### config.mk
export PLATFORM = sky130hd
export DESIGN_NAME = power_mode_controller
export DESIGN_NICKNAME = d
export VERILOG_FILES = /design/src/hw/pmc_pkg.sv /design/src/hw/power_mode_controller.sv
export VERILOG_INCLUDE_DIRS = /design/src /design/src/hw
export SDC_FILE = /design/constraint.sdc
export NUM_CORES = 1
export LEC_CHECK = 0
export BUFFER_PORTS_ARGS = -buffer_cell sky130_fd_sc_hd__buf_2
export CORE_MARGIN = 1.5
export CORE_UTILIZATION = 47
export CTS_CLUSTER_DIAMETER = 50
export DETAILED_ROUTE_END_ITERATION = 6
export PLACE_DENSITY = 0.75
export SYNTH_ARGS = -nofsm -noshare
export SYNTH_HDL_FRONTEND = slang
export SYNTH_SLANG_ARGS = --single-unit
### constraint.sdc
create_clock -name mclk_i -period 1.7 [get_ports mclk_i]
set_input_delay 0.085 -clock mclk_i [delete_from_list [all_inputs] [get_ports mclk_i]]
set_output_delay 0.085 -clock mclk_i [all_outputs]
set_load 0.02 [all_outputs]
### src/hw/pmc_cfg.svh
// Register offsets, field positions, reset values and counts of the power mode controller
// Assumes a 32-bit AXI4-Lite register bus with word-aligned registers
`ifndef PMC_CFG_SVH
`define PMC_CFG_SVH
`define PMC_ADDR_W 6
`define PMC_OFF_PLL 6'h00
`define PMC_OFF_REG 6'h04
`define PMC_OFF_MODE 6'h08
`define PMC_OFF_PCLK 6'h0C
`define PMC_OFF_STAT 6'h10
`define PMC_PLL_BYPASS 0
`define PMC_PLL_DIS 1
`define PMC_PLL_MSEL_LO 8
`define PMC_MSEL_W 6
`define PMC_MSEL_RST 6'h0A
`define PMC_REG_REGULATOR_FIELD_A_LO 0
`define PMC_REG_REGULATOR_FIELD_A_W 2
`define PMC_REG_REGULATOR_FIELD_A_RST 2'h3
`define PMC_REG_LVL_LO 4
`define PMC_REG_LVL_W 4
`define PMC_REG_LVL_RST 4'h0
`define PMC_REQ_W 3
`define PMC_NPERIPH 16
`define PMC_RESP_OKAY 2'h0
`define PMC_RESP_SLVERR 2'h2
`endif

### src/hw/pmc_pkg.sv
// Types shared by the power mode controller
// Assumes pmc_cfg.svh supplies the numeric constants
package pmc_pkg;
  typedef enum logic [2:0] {
    MODE_FULL_ON = 3'h0,
    MODE_ACTIVE = 3'h1,
    MODE_SLEEP = 3'h2,
    MODE_DEEP_SLEEP = 3'h3,
    MODE_HIBERNATE = 3'h4
  } mode_t;
  typedef enum logic [2:0] {
    REQ_NONE = 3'h0,
    REQ_FULL_ON = 3'h1,
    REQ_ACTIVE = 3'h2,
    REQ_SLEEP = 3'h3,
    REQ_DEEP_SLEEP = 3'h4,
    REQ_HIBERNATE = 3'h5
  } req_t;
  typedef struct packed {
    logic pll_en;
    logic pll_bypass;
    logic core_clk_en;
    logic sys_clk_en;
    logic core_power;
    logic dma_l1_allow;
  } pwr_ctl_t;
endpackage

### src/hw/power_mode_controller.sv
// Power mode controller: mode state machine, PLL/clock/power controls, AXI4-Lite registers
// Assumes wakeup and RTC interrupt pins are asynchronous; one clock, synchronous reset
`timescale 1ns/1ns
`include "pmc_cfg.svh"

module power_mode_controller #(
  parameter int NPERIPH = `PMC_NPERIPH
) (
  // Clock and reset
  input wire logic mclk_i,
  input wire logic rst_i,
  // AXI4-Lite slave
  input wire logic [`PMC_ADDR_W-1:0] s_axi_awaddr_i,
  input wire logic s_axi_awvalid_i,
  output logic s_axi_awready_o,
  input wire logic [31:0] s_axi_wdata_i,
  input wire logic [3:0] s_axi_wstrb_i,
  input wire logic s_axi_wvalid_i,
  output logic s_axi_wready_o,
  output logic [1:0] s_axi_bresp_o,
  output logic s_axi_bvalid_o,
  input wire logic s_axi_bready_i,
  input wire logic [`PMC_ADDR_W-1:0] s_axi_araddr_i,
  input wire logic s_axi_arvalid_i,
  output logic s_axi_arready_o,
  output logic [31:0] s_axi_rdata_o,
  output logic [1:0] s_axi_rresp_o,
  output logic s_axi_rvalid_o,
  input wire logic s_axi_rready_i,
  // Wakeup sources (asynchronous pins)
  input wire logic wakeup_i,
  input wire logic rtc_irq_i,
  // Power and clock controls
  output pmc_pkg::pwr_ctl_t pwr_ctl_o,
  output logic [`PMC_MSEL_W-1:0] pll_msel_o,
  output logic [NPERIPH-1:0] periph_clk_en_o,
  output logic [`PMC_REG_LVL_W-1:0] core_vlevel_o,
  output logic external_wake_out_o,
  output logic hw_reset_req_o
);
  // Synchronisers: change counts once stages two and three agree; flops sit with the bus state
  logic [2:0] wk_sync, rtc_sync;
  logic wk_lvl, rtc_lvl, next_wk_lvl, next_rtc_lvl, wk_rise, rtc_rise;
  assign next_wk_lvl = (wk_sync[1] == wk_sync[2]) ? wk_sync[1] : wk_lvl;
  assign next_rtc_lvl = (rtc_sync[1] == rtc_sync[2]) ? rtc_sync[1] : rtc_lvl;
  assign wk_rise = next_wk_lvl & ~wk_lvl;
  assign rtc_rise = next_rtc_lvl & ~rtc_lvl;

  // Register state, current and next
  logic pll_bypass, pll_dis, ignored, next_pll_bypass, next_pll_dis, next_ignored;
  logic [`PMC_MSEL_W-1:0] msel_pend, msel_act, next_msel_pend, next_msel_act;
  logic [`PMC_REG_REGULATOR_FIELD_A_W-1:0] reg_regulator_field_a, next_reg_regulator_field_a;
  logic [`PMC_REG_LVL_W-1:0] reg_lvl, next_reg_lvl;
  logic [NPERIPH-1:0] pclk_en, next_pclk_en;
  pmc_pkg::req_t req, next_req;
  pmc_pkg::mode_t mode, next_mode;
  // Bus state
  logic aw_held, w_held, bvalid, arready_r, rvalid, do_write, hib_wake;
  logic next_aw_held, next_w_held, next_bvalid, next_arready, next_rvalid;
  logic [`PMC_ADDR_W-1:0] aw_addr, ar_addr, next_aw_addr, next_ar_addr;
  logic [31:0] w_data, rdata, next_w_data, next_rdata;
  logic [1:0] bresp, rresp, next_bresp, next_rresp;

  // Write path: address and data taken in either order, answer after both
  always_comb begin
    next_aw_held = aw_held;
    next_w_held = w_held;
    next_aw_addr = aw_addr;
    next_w_data = w_data;
    next_bvalid = bvalid;
    next_bresp = bresp;
    do_write = 1'b0;
    if (s_axi_awvalid_i && !aw_held) begin
      next_aw_held = 1'b1;
      next_aw_addr = s_axi_awaddr_i;
    end
    if (s_axi_wvalid_i && !w_held) begin
      next_w_held = 1'b1;
      next_w_data = s_axi_wdata_i;
    end
    if (bvalid && s_axi_bready_i) next_bvalid = 1'b0;
    if (aw_held && w_held && !bvalid) begin
      do_write = 1'b1;
      next_aw_held = 1'b0;
      next_w_held = 1'b0;
      next_bvalid = 1'b1;
      unique case (aw_addr)
        `PMC_OFF_PLL, `PMC_OFF_REG, `PMC_OFF_MODE, `PMC_OFF_PCLK: next_bresp = `PMC_RESP_OKAY;
        default: next_bresp = `PMC_RESP_SLVERR;
      endcase
    end
  end

  // Register writes; byte strobes ignored since all fields fit the low lanes
  always_comb begin
    next_pll_bypass = pll_bypass;
    next_pll_dis = pll_dis;
    next_msel_pend = msel_pend;
    next_reg_regulator_field_a = reg_regulator_field_a;
    next_reg_lvl = reg_lvl;
    next_pclk_en = pclk_en;
    next_req = pmc_pkg::REQ_NONE;
    if (do_write) begin
      unique case (aw_addr)
        `PMC_OFF_PLL: begin
          next_pll_bypass = w_data[`PMC_PLL_BYPASS];
          // Disable only honoured in active mode
          next_pll_dis = (mode == pmc_pkg::MODE_ACTIVE) ? w_data[`PMC_PLL_DIS] : 1'b0;
          next_msel_pend = w_data[`PMC_PLL_MSEL_LO +: `PMC_MSEL_W];
        end
        `PMC_OFF_REG: begin
          next_reg_regulator_field_a = w_data[`PMC_REG_REGULATOR_FIELD_A_LO +: `PMC_REG_REGULATOR_FIELD_A_W];
          next_reg_lvl = w_data[`PMC_REG_LVL_LO +: `PMC_REG_LVL_W];
          if (next_reg_regulator_field_a == '0) next_req = pmc_pkg::REQ_HIBERNATE;
        end
        `PMC_OFF_MODE: next_req = pmc_pkg::req_t'(w_data[`PMC_REQ_W-1:0]);
        `PMC_OFF_PCLK: next_pclk_en = w_data[NPERIPH-1:0];
        default: next_req = pmc_pkg::REQ_NONE;
      endcase
    end
  end

  // Mode state machine
  always_comb begin
    next_mode = mode;
    next_msel_act = msel_act;
    next_ignored = ignored;
    hib_wake = 1'b0;
    unique case (mode)
      pmc_pkg::MODE_FULL_ON, pmc_pkg::MODE_ACTIVE: begin
        unique case (req)
          pmc_pkg::REQ_FULL_ON, pmc_pkg::REQ_SLEEP: begin
            if (pll_dis) begin
              next_ignored = 1'b1;
            end else begin
              next_ignored = 1'b0;
              next_mode = (req == pmc_pkg::REQ_FULL_ON) ? pmc_pkg::MODE_FULL_ON
                                                        : pmc_pkg::MODE_SLEEP;
            end
          end
          pmc_pkg::REQ_ACTIVE: next_mode = pmc_pkg::MODE_ACTIVE;
          pmc_pkg::REQ_DEEP_SLEEP: next_mode = pmc_pkg::MODE_DEEP_SLEEP;
          pmc_pkg::REQ_HIBERNATE: next_mode = pmc_pkg::MODE_HIBERNATE;
          default: next_mode = mode;
        endcase
      end
      pmc_pkg::MODE_SLEEP: begin
        // Bypass bit picks the destination
        if (wk_rise) next_mode = pll_bypass ? pmc_pkg::MODE_ACTIVE : pmc_pkg::MODE_FULL_ON;
      end
      pmc_pkg::MODE_DEEP_SLEEP: begin
        if (rtc_rise) next_mode = pmc_pkg::MODE_ACTIVE;
      end
      pmc_pkg::MODE_HIBERNATE: hib_wake = wk_rise | rtc_rise;
      default: next_mode = pmc_pkg::MODE_FULL_ON;
    endcase
    // Multiplier change lands only as full-on is entered
    if (next_mode == pmc_pkg::MODE_FULL_ON && mode != pmc_pkg::MODE_FULL_ON) begin
      next_msel_act = msel_pend;
    end
  end

  // Output decode per mode
  pmc_pkg::pwr_ctl_t next_pwr;
  logic [NPERIPH-1:0] next_pclk_out;
  always_comb begin
    next_pwr = '0;
    next_pclk_out = '0;
    unique case (next_mode)
      pmc_pkg::MODE_FULL_ON: begin
        next_pwr = '{pll_en: 1'b1, pll_bypass: 1'b0, core_clk_en: 1'b1,
                     sys_clk_en: 1'b1, core_power: 1'b1, dma_l1_allow: 1'b1};
        next_pclk_out = next_pclk_en;
      end
      pmc_pkg::MODE_ACTIVE: begin
        // Bypass routes input_clk to both clocks
        next_pwr = '{pll_en: ~next_pll_dis, pll_bypass: 1'b1, core_clk_en: 1'b1,
                     sys_clk_en: 1'b1, core_power: 1'b1, dma_l1_allow: 1'b1};
        next_pclk_out = next_pclk_en;
      end
      pmc_pkg::MODE_SLEEP: begin
        // Core clock off, PLL and system clock on, no DMA
        next_pwr = '{pll_en: 1'b1, pll_bypass: next_pll_bypass, core_clk_en: 1'b0,
                     sys_clk_en: 1'b1, core_power: 1'b1, dma_l1_allow: 1'b0};
        next_pclk_out = next_pclk_en;
      end
      pmc_pkg::MODE_DEEP_SLEEP: next_pwr.core_power = 1'b1;
      pmc_pkg::MODE_HIBERNATE: next_pwr = '0;
      default: next_pwr = '0;
    endcase
  end

  // Read path
  always_comb begin
    next_arready = 1'b0;
    next_ar_addr = ar_addr;
    next_rvalid = rvalid;
    next_rdata = rdata;
    next_rresp = rresp;
    if (rvalid && s_axi_rready_i) next_rvalid = 1'b0;
    if (s_axi_arvalid_i && !arready_r && !rvalid) begin
      next_arready = 1'b1;
      next_ar_addr = s_axi_araddr_i;
    end
    if (arready_r) begin
      next_rvalid = 1'b1;
      next_rdata = '0;
      next_rresp = `PMC_RESP_OKAY;
      unique case (ar_addr)
        `PMC_OFF_PLL: begin
          next_rdata[`PMC_PLL_BYPASS] = pll_bypass;
          next_rdata[`PMC_PLL_DIS] = pll_dis;
          next_rdata[`PMC_PLL_MSEL_LO +: `PMC_MSEL_W] = msel_pend;
        end
        `PMC_OFF_REG: begin
          next_rdata[`PMC_REG_REGULATOR_FIELD_A_LO +: `PMC_REG_REGULATOR_FIELD_A_W] = reg_regulator_field_a;
          next_rdata[`PMC_REG_LVL_LO +: `PMC_REG_LVL_W] = reg_lvl;
        end
        `PMC_OFF_MODE: next_rdata[`PMC_REQ_W-1:0] = 3'h0;
        `PMC_OFF_PCLK: next_rdata[NPERIPH-1:0] = pclk_en;
        // Mode, ignored-request flag and active multiplier
        `PMC_OFF_STAT: next_rdata = {16'h0000, 2'h0, msel_act, 4'h0, ignored, mode};
        default: next_rresp = `PMC_RESP_SLVERR;
      endcase
    end
  end

  always_ff @(posedge mclk_i) begin
    // Hibernate wakeup acts as hardware reset back to full-on
    if (rst_i || hw_reset_req_o) begin
      mode <= pmc_pkg::MODE_FULL_ON;
      pll_bypass <= 1'b0;
      pll_dis <= 1'b0;
      msel_pend <= `PMC_MSEL_RST;
      msel_act <= `PMC_MSEL_RST;
      pclk_en <= '1;
      req <= pmc_pkg::REQ_NONE;
      ignored <= 1'b0;
      pwr_ctl_o <= '{pll_en: 1'b1, pll_bypass: 1'b0, core_clk_en: 1'b1,
                     sys_clk_en: 1'b1, core_power: 1'b1, dma_l1_allow: 1'b1};
      pll_msel_o <= `PMC_MSEL_RST;
      periph_clk_en_o <= '1;
    end else begin
      mode <= next_mode;
      pll_bypass <= next_pll_bypass;
      pll_dis <= next_pll_dis;
      msel_pend <= next_msel_pend;
      msel_act <= next_msel_act;
      pclk_en <= next_pclk_en;
      req <= next_req;
      ignored <= next_ignored;
      pwr_ctl_o <= next_pwr;
      pll_msel_o <= next_msel_act;
      periph_clk_en_o <= next_pclk_out;
    end
  end

  // Regulator level survives hibernate, field A reloads on wakeup; bus logic resets only on rst_i
  always_ff @(posedge mclk_i) begin
    if (rst_i) begin
      reg_regulator_field_a <= `PMC_REG_REGULATOR_FIELD_A_RST;
      reg_lvl <= `PMC_REG_LVL_RST;
      core_vlevel_o <= `PMC_REG_LVL_RST;
      external_wake_out_o <= 1'b1;
      hw_reset_req_o <= 1'b0;
      wk_sync <= 3'h0;
      rtc_sync <= 3'h0;
      wk_lvl <= 1'b0;
      rtc_lvl <= 1'b0;
      s_axi_awready_o <= 1'b1;
      s_axi_wready_o <= 1'b1;
      aw_held <= 1'b0;
      w_held <= 1'b0;
      aw_addr <= '0;
      w_data <= '0;
      bvalid <= 1'b0;
      bresp <= `PMC_RESP_OKAY;
      arready_r <= 1'b0;
      ar_addr <= '0;
      rvalid <= 1'b0;
      rdata <= '0;
      rresp <= `PMC_RESP_OKAY;
    end else begin
      // Wakeup in hibernate raises wake again so the regulator powers up
      reg_regulator_field_a <= hib_wake ? `PMC_REG_REGULATOR_FIELD_A_RST : next_reg_regulator_field_a;
      reg_lvl <= next_reg_lvl;
      core_vlevel_o <= next_reg_lvl;
      external_wake_out_o <= hib_wake | (next_reg_regulator_field_a != '0);
      hw_reset_req_o <= hib_wake;
      wk_sync <= {wk_sync[1:0], wakeup_i};
      rtc_sync <= {rtc_sync[1:0], rtc_irq_i};
      wk_lvl <= next_wk_lvl;
      rtc_lvl <= next_rtc_lvl;
      // Ready outputs come from their own flops, each the inverse of its held flag
      s_axi_awready_o <= ~next_aw_held;
      s_axi_wready_o <= ~next_w_held;
      aw_held <= next_aw_held;
      w_held <= next_w_held;
      aw_addr <= next_aw_addr;
      w_data <= next_w_data;
      bvalid <= next_bvalid;
      bresp <= next_bresp;
      arready_r <= next_arready;
      ar_addr <= next_ar_addr;
      rvalid <= next_rvalid;
      rdata <= next_rdata;
      rresp <= next_rresp;
    end
  end

  assign s_axi_bvalid_o = bvalid;
  assign s_axi_bresp_o = bresp;
  assign s_axi_arready_o = arready_r;
  assign s_axi_rvalid_o = rvalid;
  assign s_axi_rdata_o = rdata;
  assign s_axi_rresp_o = rresp;
endmodule

; ---- Yosys cells after proc, flatten, opt, wreduce, memory -nomap -nowiden
; Cells that the tools add are included.
[classes]
mux = 44
reduce_logical = 36
bitwise_logic = 10
eq_ne = 21
[op_table]
columns = cell, count
row1 = 16-bit 2-to-1 mux, 3
row2 = 6-bit by 4-bit equality test with 1-bit output (second input constant), 4
row3 = 3-bit case mux with 4 select lines, 2
row4 = 1-bit 2-to-1 mux, 22
row5 = 3-bit by 2-bit equality test with 1-bit output (second input constant), 6
row6 = 6-bit case mux with 3 select lines, 1
row7 = 6-bit by 3-bit equality test with 1-bit output (second input constant), 2
row8 = 6-bit logical NOT, 2
row9 = 2-bit 2-to-1 mux, 6
row10 = 3-bit 2-to-1 mux, 4
row11 = 4-bit case mux with 3 select lines, 1
row12 = 2-bit OR reduction, 5
row13 = 3-bit by 1-bit equality test with 1-bit output (second input constant), 3
row14 = 3-bit equality test (second input constant), 3
row15 = 1-bit logical AND, 9
row16 = 2-bit case mux with 4 select lines, 1
row17 = 4-bit case mux with 2 select lines, 1
row18 = 4-bit OR reduction, 2
row19 = 6-bit by 5-bit equality test with 1-bit output (second input constant), 1
row20 = 3-bit logical NOT, 2
row21 = 1-bit inverter, 6
row22 = 3-bit case mux with 2 select lines, 1
row23 = 2-bit AND reduction, 3
row24 = 2-bit nonzero test, 3
row25 = 10 further kinds, 18
[word_totals]
reg_bits = 130

; ---- Longest topological paths before layout
[depth]
ltp_word = 8
mapped_depth = 8

; ---- Worst setup path before layout
; Ideal clock, no wire load.
[synth_path]
path_kind = register to register
from = register bvalid (netlist: s_axi_bvalid_o)
to = register periph_clk_en_o[1]
setup_ns = 0.131
arrival_ns = 1.593
path_stages_with_launch = 9
setup_slack_ns = -0.024
cell_sequence = dfxtp_1 > and3b_1 > clkbuf_2 > and2_1 > and3_1 > buf_4 > buf_6 > mux2i_1 > o21ai_1
[synth_via]
elab_chain_cells = 5
[synth_lines]
columns = item, line_no
row1 = "start, declared", power_mode_controller.sv:58  ; logic aw_held, w_held, bvalid, arready_r, rvalid, do_write, hib_wake;
row2 = "start signal, assigned", power_mode_controller.sv:301  ; bvalid <= next_bvalid;
row3 = 1-bit logical NOT, power_mode_controller.sv:82  ; if (aw_held && w_held && !bvalid) begin
row4 = 1-bit logical AND, power_mode_controller.sv:82
row5 = 1-bit 2-to-1 mux, power_mode_controller.sv:82
row6 = 16-bit 2-to-1 mux, power_mode_controller.sv:103  ; if (do_write) begin
row7 = 16-bit 2-to-1 mux, power_mode_controller.sv:169  ; unique case (next_mode)
row8 = "end signal, assigned", power_mode_controller.sv:254  ; periph_clk_en_o <= next_pclk_out;
row9 = "end, declared", power_mode_controller.sv:36  ; output logic [NPERIPH-1:0] periph_clk_en_o,
; No other way between the ends.
; A chain may end at the register's enable or synchronous reset.

; ---- Final worst setup path
[layout_path]
from = register ar_addr[4]
to = register rdata[3] (netlist: s_axi_rdata_o[3])
[layout_via]
elab_chain_cells = 2
word_cells_on_any_way = 3
[layout_lines]
columns = item, line_no
row1 = "start, declared", power_mode_controller.sv:60  ; logic [`PMC_ADDR_W-1:0] aw_addr, ar_addr, next_aw_addr, next_ar_addr;
row2 = "start signal, assigned", power_mode_controller.sv:304  ; ar_addr <= next_ar_addr;
row3 = 6-bit by 5-bit equality test with 1-bit output or 6-bit by 4-bit equality test with 1-bit output (tied branches), power_mode_controller.sv:209  ; unique case (ar_addr)
row4 = 1-bit case mux with 2 select lines (*), power_mode_controller.sv:209
row5 = "end signal, assigned", power_mode_controller.sv:306  ; rdata <= next_rdata;
row6 = "end, declared", power_mode_controller.sv:61  ; logic [31:0] w_data, rdata, next_w_data, next_rdata;
; Mark *: on every way between the ends. The rest lies on a longest branch, timed or not.

==> impl_metrics.ini <==
[place]
dp_hpwl_mm = 8.18
place_area_um2 = 5560
io_buffers = 93
gp_congestion = 0.856

[detailed_routing]
wl_mm = 13.9
wl_per_cell_um = 16.7
wl_met1_mm = 5.61
ant_nets = 0
first_pass_iters = 5
dr_wl_met3_mm = 1.05
top_layer_used = met4
drt_iter0_markers = 327
vias = 4428
drc = 0
viasPerCell = 5.33
wl_met2_mm = 6.85

[cells_and_area]
drive_gt1_frac = 0.324
final_cell_mix = 119 x dfxtp_1, 93 x buf_2, 80 x nand2_1
final_util = 0.678
syn_to_final_growth_pct = 41.8
fin_area_um2 = 6940
final_common_cell = dfxtp_1
layout.nets = 739
n_antenna_cell = 0

[clocking]
cts.sinks = 128
numCtsBuffers = 17
clockBufferDepth = 2
htreeDepth = 4
cts.reportedPaths.clkPinSlew_ns = 0.06
root_buffer = clkbuf_8
clkLatencyLatePin_ns = 0.53
cts_tree = yes

[synthesis]
synth_fa_ha_area_frac = 0
synthMuxAreaShare = 0.0757
async_flop_share = 0
yosys.area_share.simple = 0.193
syn_area_per_cell_um2 = 9.39
synth.distinct_cells = 54
ys_warn_count = 0
synth_top_family_by_area = simple AND/OR/NAND/NOR gates
synth_top_flop_cell = dfxtp_1
synth-edff-count = 0
synth_compound_area_frac = 0.139
synthCells = 521
seq_area_frac_synth = 0.524
synth_area_um2 = 4890
synth_xor_area_frac = 0.00179
synth_seq_cells = 128

[sta]
period_share = 1.03
whs_ns = 0.133
period_needed_ns = 1.76
final-hold-violation-count = 0
fmax_mhz = 569
tightest_slew_ns = 0.576
setup_violations = 19
setup_ws_ns = -0.0560
slew_headroom = 0.615
clock_skew_ns = 0.00880
rsz0062_at_grt = true
slew_viol_final = 0

[run_status]
violations = setup timing
status = finished with violations

[grt]
grt_util_all_layers = 0.236
grt_max_degree = 42
grt_remaining_overflow = 0
antenna_found_initial = 0
first_global_vias = 4174
grt_pass1_wl_mm = 20.3

[die]
fp.dieH_um = 105
coreArea_um2 = 10200
num_rows = 37
die_area_um2 = 11000
start_util = 0.478
io_pins = 132
die_x_um = 105

[worst_hold_path]
hold_class = input port to flip-flop
holdPathStages = 4
hold_start = s_axi_arvalid_i
holdPathEnd = s_axi_arready_o$_SDFF_PP0_

[setup_path]
reg2regPathDepth = 6
rr_startpoint = ar_addr[4]$_SDFFE_PP0P_
cp-start-kind = flip-flop
critPathMaxFanout = 7
worst-path-buf-inv = 2
arrival_ns = 2.20
cp_slowest_stage_delay_ns = 0.58
critPathRequiredTime_ns = 2.14
path_class = flip-flop to flip-flop
crit_family = simple AND/OR/NAND/NOR gates
crit_cells = 6
r2r_slack_ns = -0.06
worstPathCellList = or4_4, buf_12, nor2_8, buf_6, a22oi_2, a211oi_1
r2r-end = s_axi_rdata_o[3]$_SDFFE_PP0P_
cpMaxStageDelayCell = or4_4
worstSetupEndpointType = flip-flop

[pwr]
ir_worst_vdd_v = 0.000784
power_density_nw_per_um2 = 1060
total_leakage_power_nw = 2.90

[flow_run]
drv_cap = 0
per-layer routing:
metal,track usage,vias to the layer above
li1,-,2092
met1,0.288,2089
met2,0.393,211
met3,0.0487,36
met4,0.122,0
met5,0,-
how the worst max path moves through the flow:
stage | to | slack (ns) | start
after floorplan | periph_clk_en_o[1]$_SDFF_PP1_ | 0.03 | s_axi_bvalid_o$_SDFFE_PP0P_
after global placement | periph_clk_en_o[11]$_SDFF_PP1_ | -0.04 | mode[1]$_SDFF_PP0_
after detailed placement | periph_clk_en_o[4]$_SDFF_PP1_ | -0.09 | aw_addr[0]$_SDFFE_PP0P_
after CTS | pclk_en[7]$_SDFF_PP1_ | -0.04 | aw_addr[0]$_SDFFE_PP0P_
after global routing | s_axi_rdata_o[3]$_SDFFE_PP0P_ | -0.12 | ar_addr[4]$_SDFFE_PP0P_
final | s_axi_rdata_o[3]$_SDFFE_PP0P_ | -0.06 | ar_addr[4]$_SDFFE_PP0P_
cells in the mapped netlist, types with 2 or more instances:
cell | instances | share of area
a222oi_1 | 6 | 0.012
and3_1 | 2 | 0.0026
buf_6 | 4 | 0.0092
inv_1 | 5 | 0.0038
and3b_1 | 3 | 0.0054
o21ai_1 | 22 | 0.023
nand2_1 | 80 | 0.061
a21oi_1 | 34 | 0.035
buf_1 | 5 | 0.0038
nor2b_1 | 12 | 0.015
buf_4 | 21 | 0.032
nand2b_1 | 6 | 0.0077
a22o_1 | 3 | 0.0054
nor3_1 | 5 | 0.0051
nor4_1 | 2 | 0.0026
o21ai_0 | 11 | 0.011
buf_2 | 2 | 0.0020
a22oi_1 | 11 | 0.017
o21a_1 | 2 | 0.0031
nand3b_1 | 2 | 0.0031
clkbuf_1 | 17 | 0.013
or2_2 | 2 | 0.0026
and2_1 | 2 | 0.0026
a211oi_1 | 7 | 0.011
o211ai_1 | 2 | 0.0031
nor3b_1 | 3 | 0.0046
nor2_1 | 40 | 0.031
dfxtp_1 | 128 | 0.52
nand3_1 | 21 | 0.021
mux2i_1 | 37 | 0.076
kinds of logic after synthesis:
kind of cell,Yosys count
AO/OA/AOI/OAI,107
other,1
multiplexers,37
buffers and inverters,56
flip-flops,128
AND/OR/NAND/NOR,191
XOR/XNOR,1
worst reg2reg max path, stage by stage (launching register included):
cell and delay [ns]:
dfxtp_2 0.32, or4_4 0.58, buf_12 0.16, nor2_8 0.17
buf_6 0.16, a22oi_2 0.08, a211oi_1 0.21
final cells by class:
cell class | instances | area (um^2)
clock buffers | 17 | 414
multi-input cells | 354 | 2340
repair buffers | 175 | 1260
clock inverters | 15 | 161
well taps | 136 | 170
flip-flops and latches | 128 | 2570
inverters | 6 | 22.5
fillers | 710 | 3290
repair_timing:
action | CTS | global route
pin swaps | 5 | 25
gates cloned | 0 | 1
buffers inserted | 6 | 3
hold buffers | 40 | 0
resized for setup | 8 | 56
setup endpoints to repair | 38 | 61
endpoints found under the hold margin | 40 | 0
registers in the layout (all words and copies together), names as in the netlist, 2 cells and up:
signal	count
ar_addr	6
aw_addr	6
mode	3
msel_act	6
msel_pend	6
pclk_en	16
periph_clk_en_o	16
pwr_ctl_o	6
reg_lvl	4
reg_regulator_field_a	2
req	3
rtc_sync	3
s_axi_rdata_o	16
w_data	16
wk_sync	3
stage by stage:
step | setup TNS, ns | cells | worst slack (ns) | power (W)
after floorplan | 0 | 538 | 0.0302 | 0.00355
after global placement | -0.670 | 749 | -0.0417 | 0.00370
after detailed placement | -1.96 | 749 | -0.0914 | 0.00372
after CTS | -0.197 | 827 | -0.0403 | 0.00730
after global routing | -2.67 | 831 | -0.120 | 0.00758
final | -0.352 | 831 | -0.0560 | 0.00736
report_power, final:
group	switching, W	internal [W]
registers	0.0000774	0.00308
clock network	0.00144	0.00210
logic	0.000359	0.000302
total	0.00188	0.00548
Note: power is estimated with default switching activity, not from simulation.
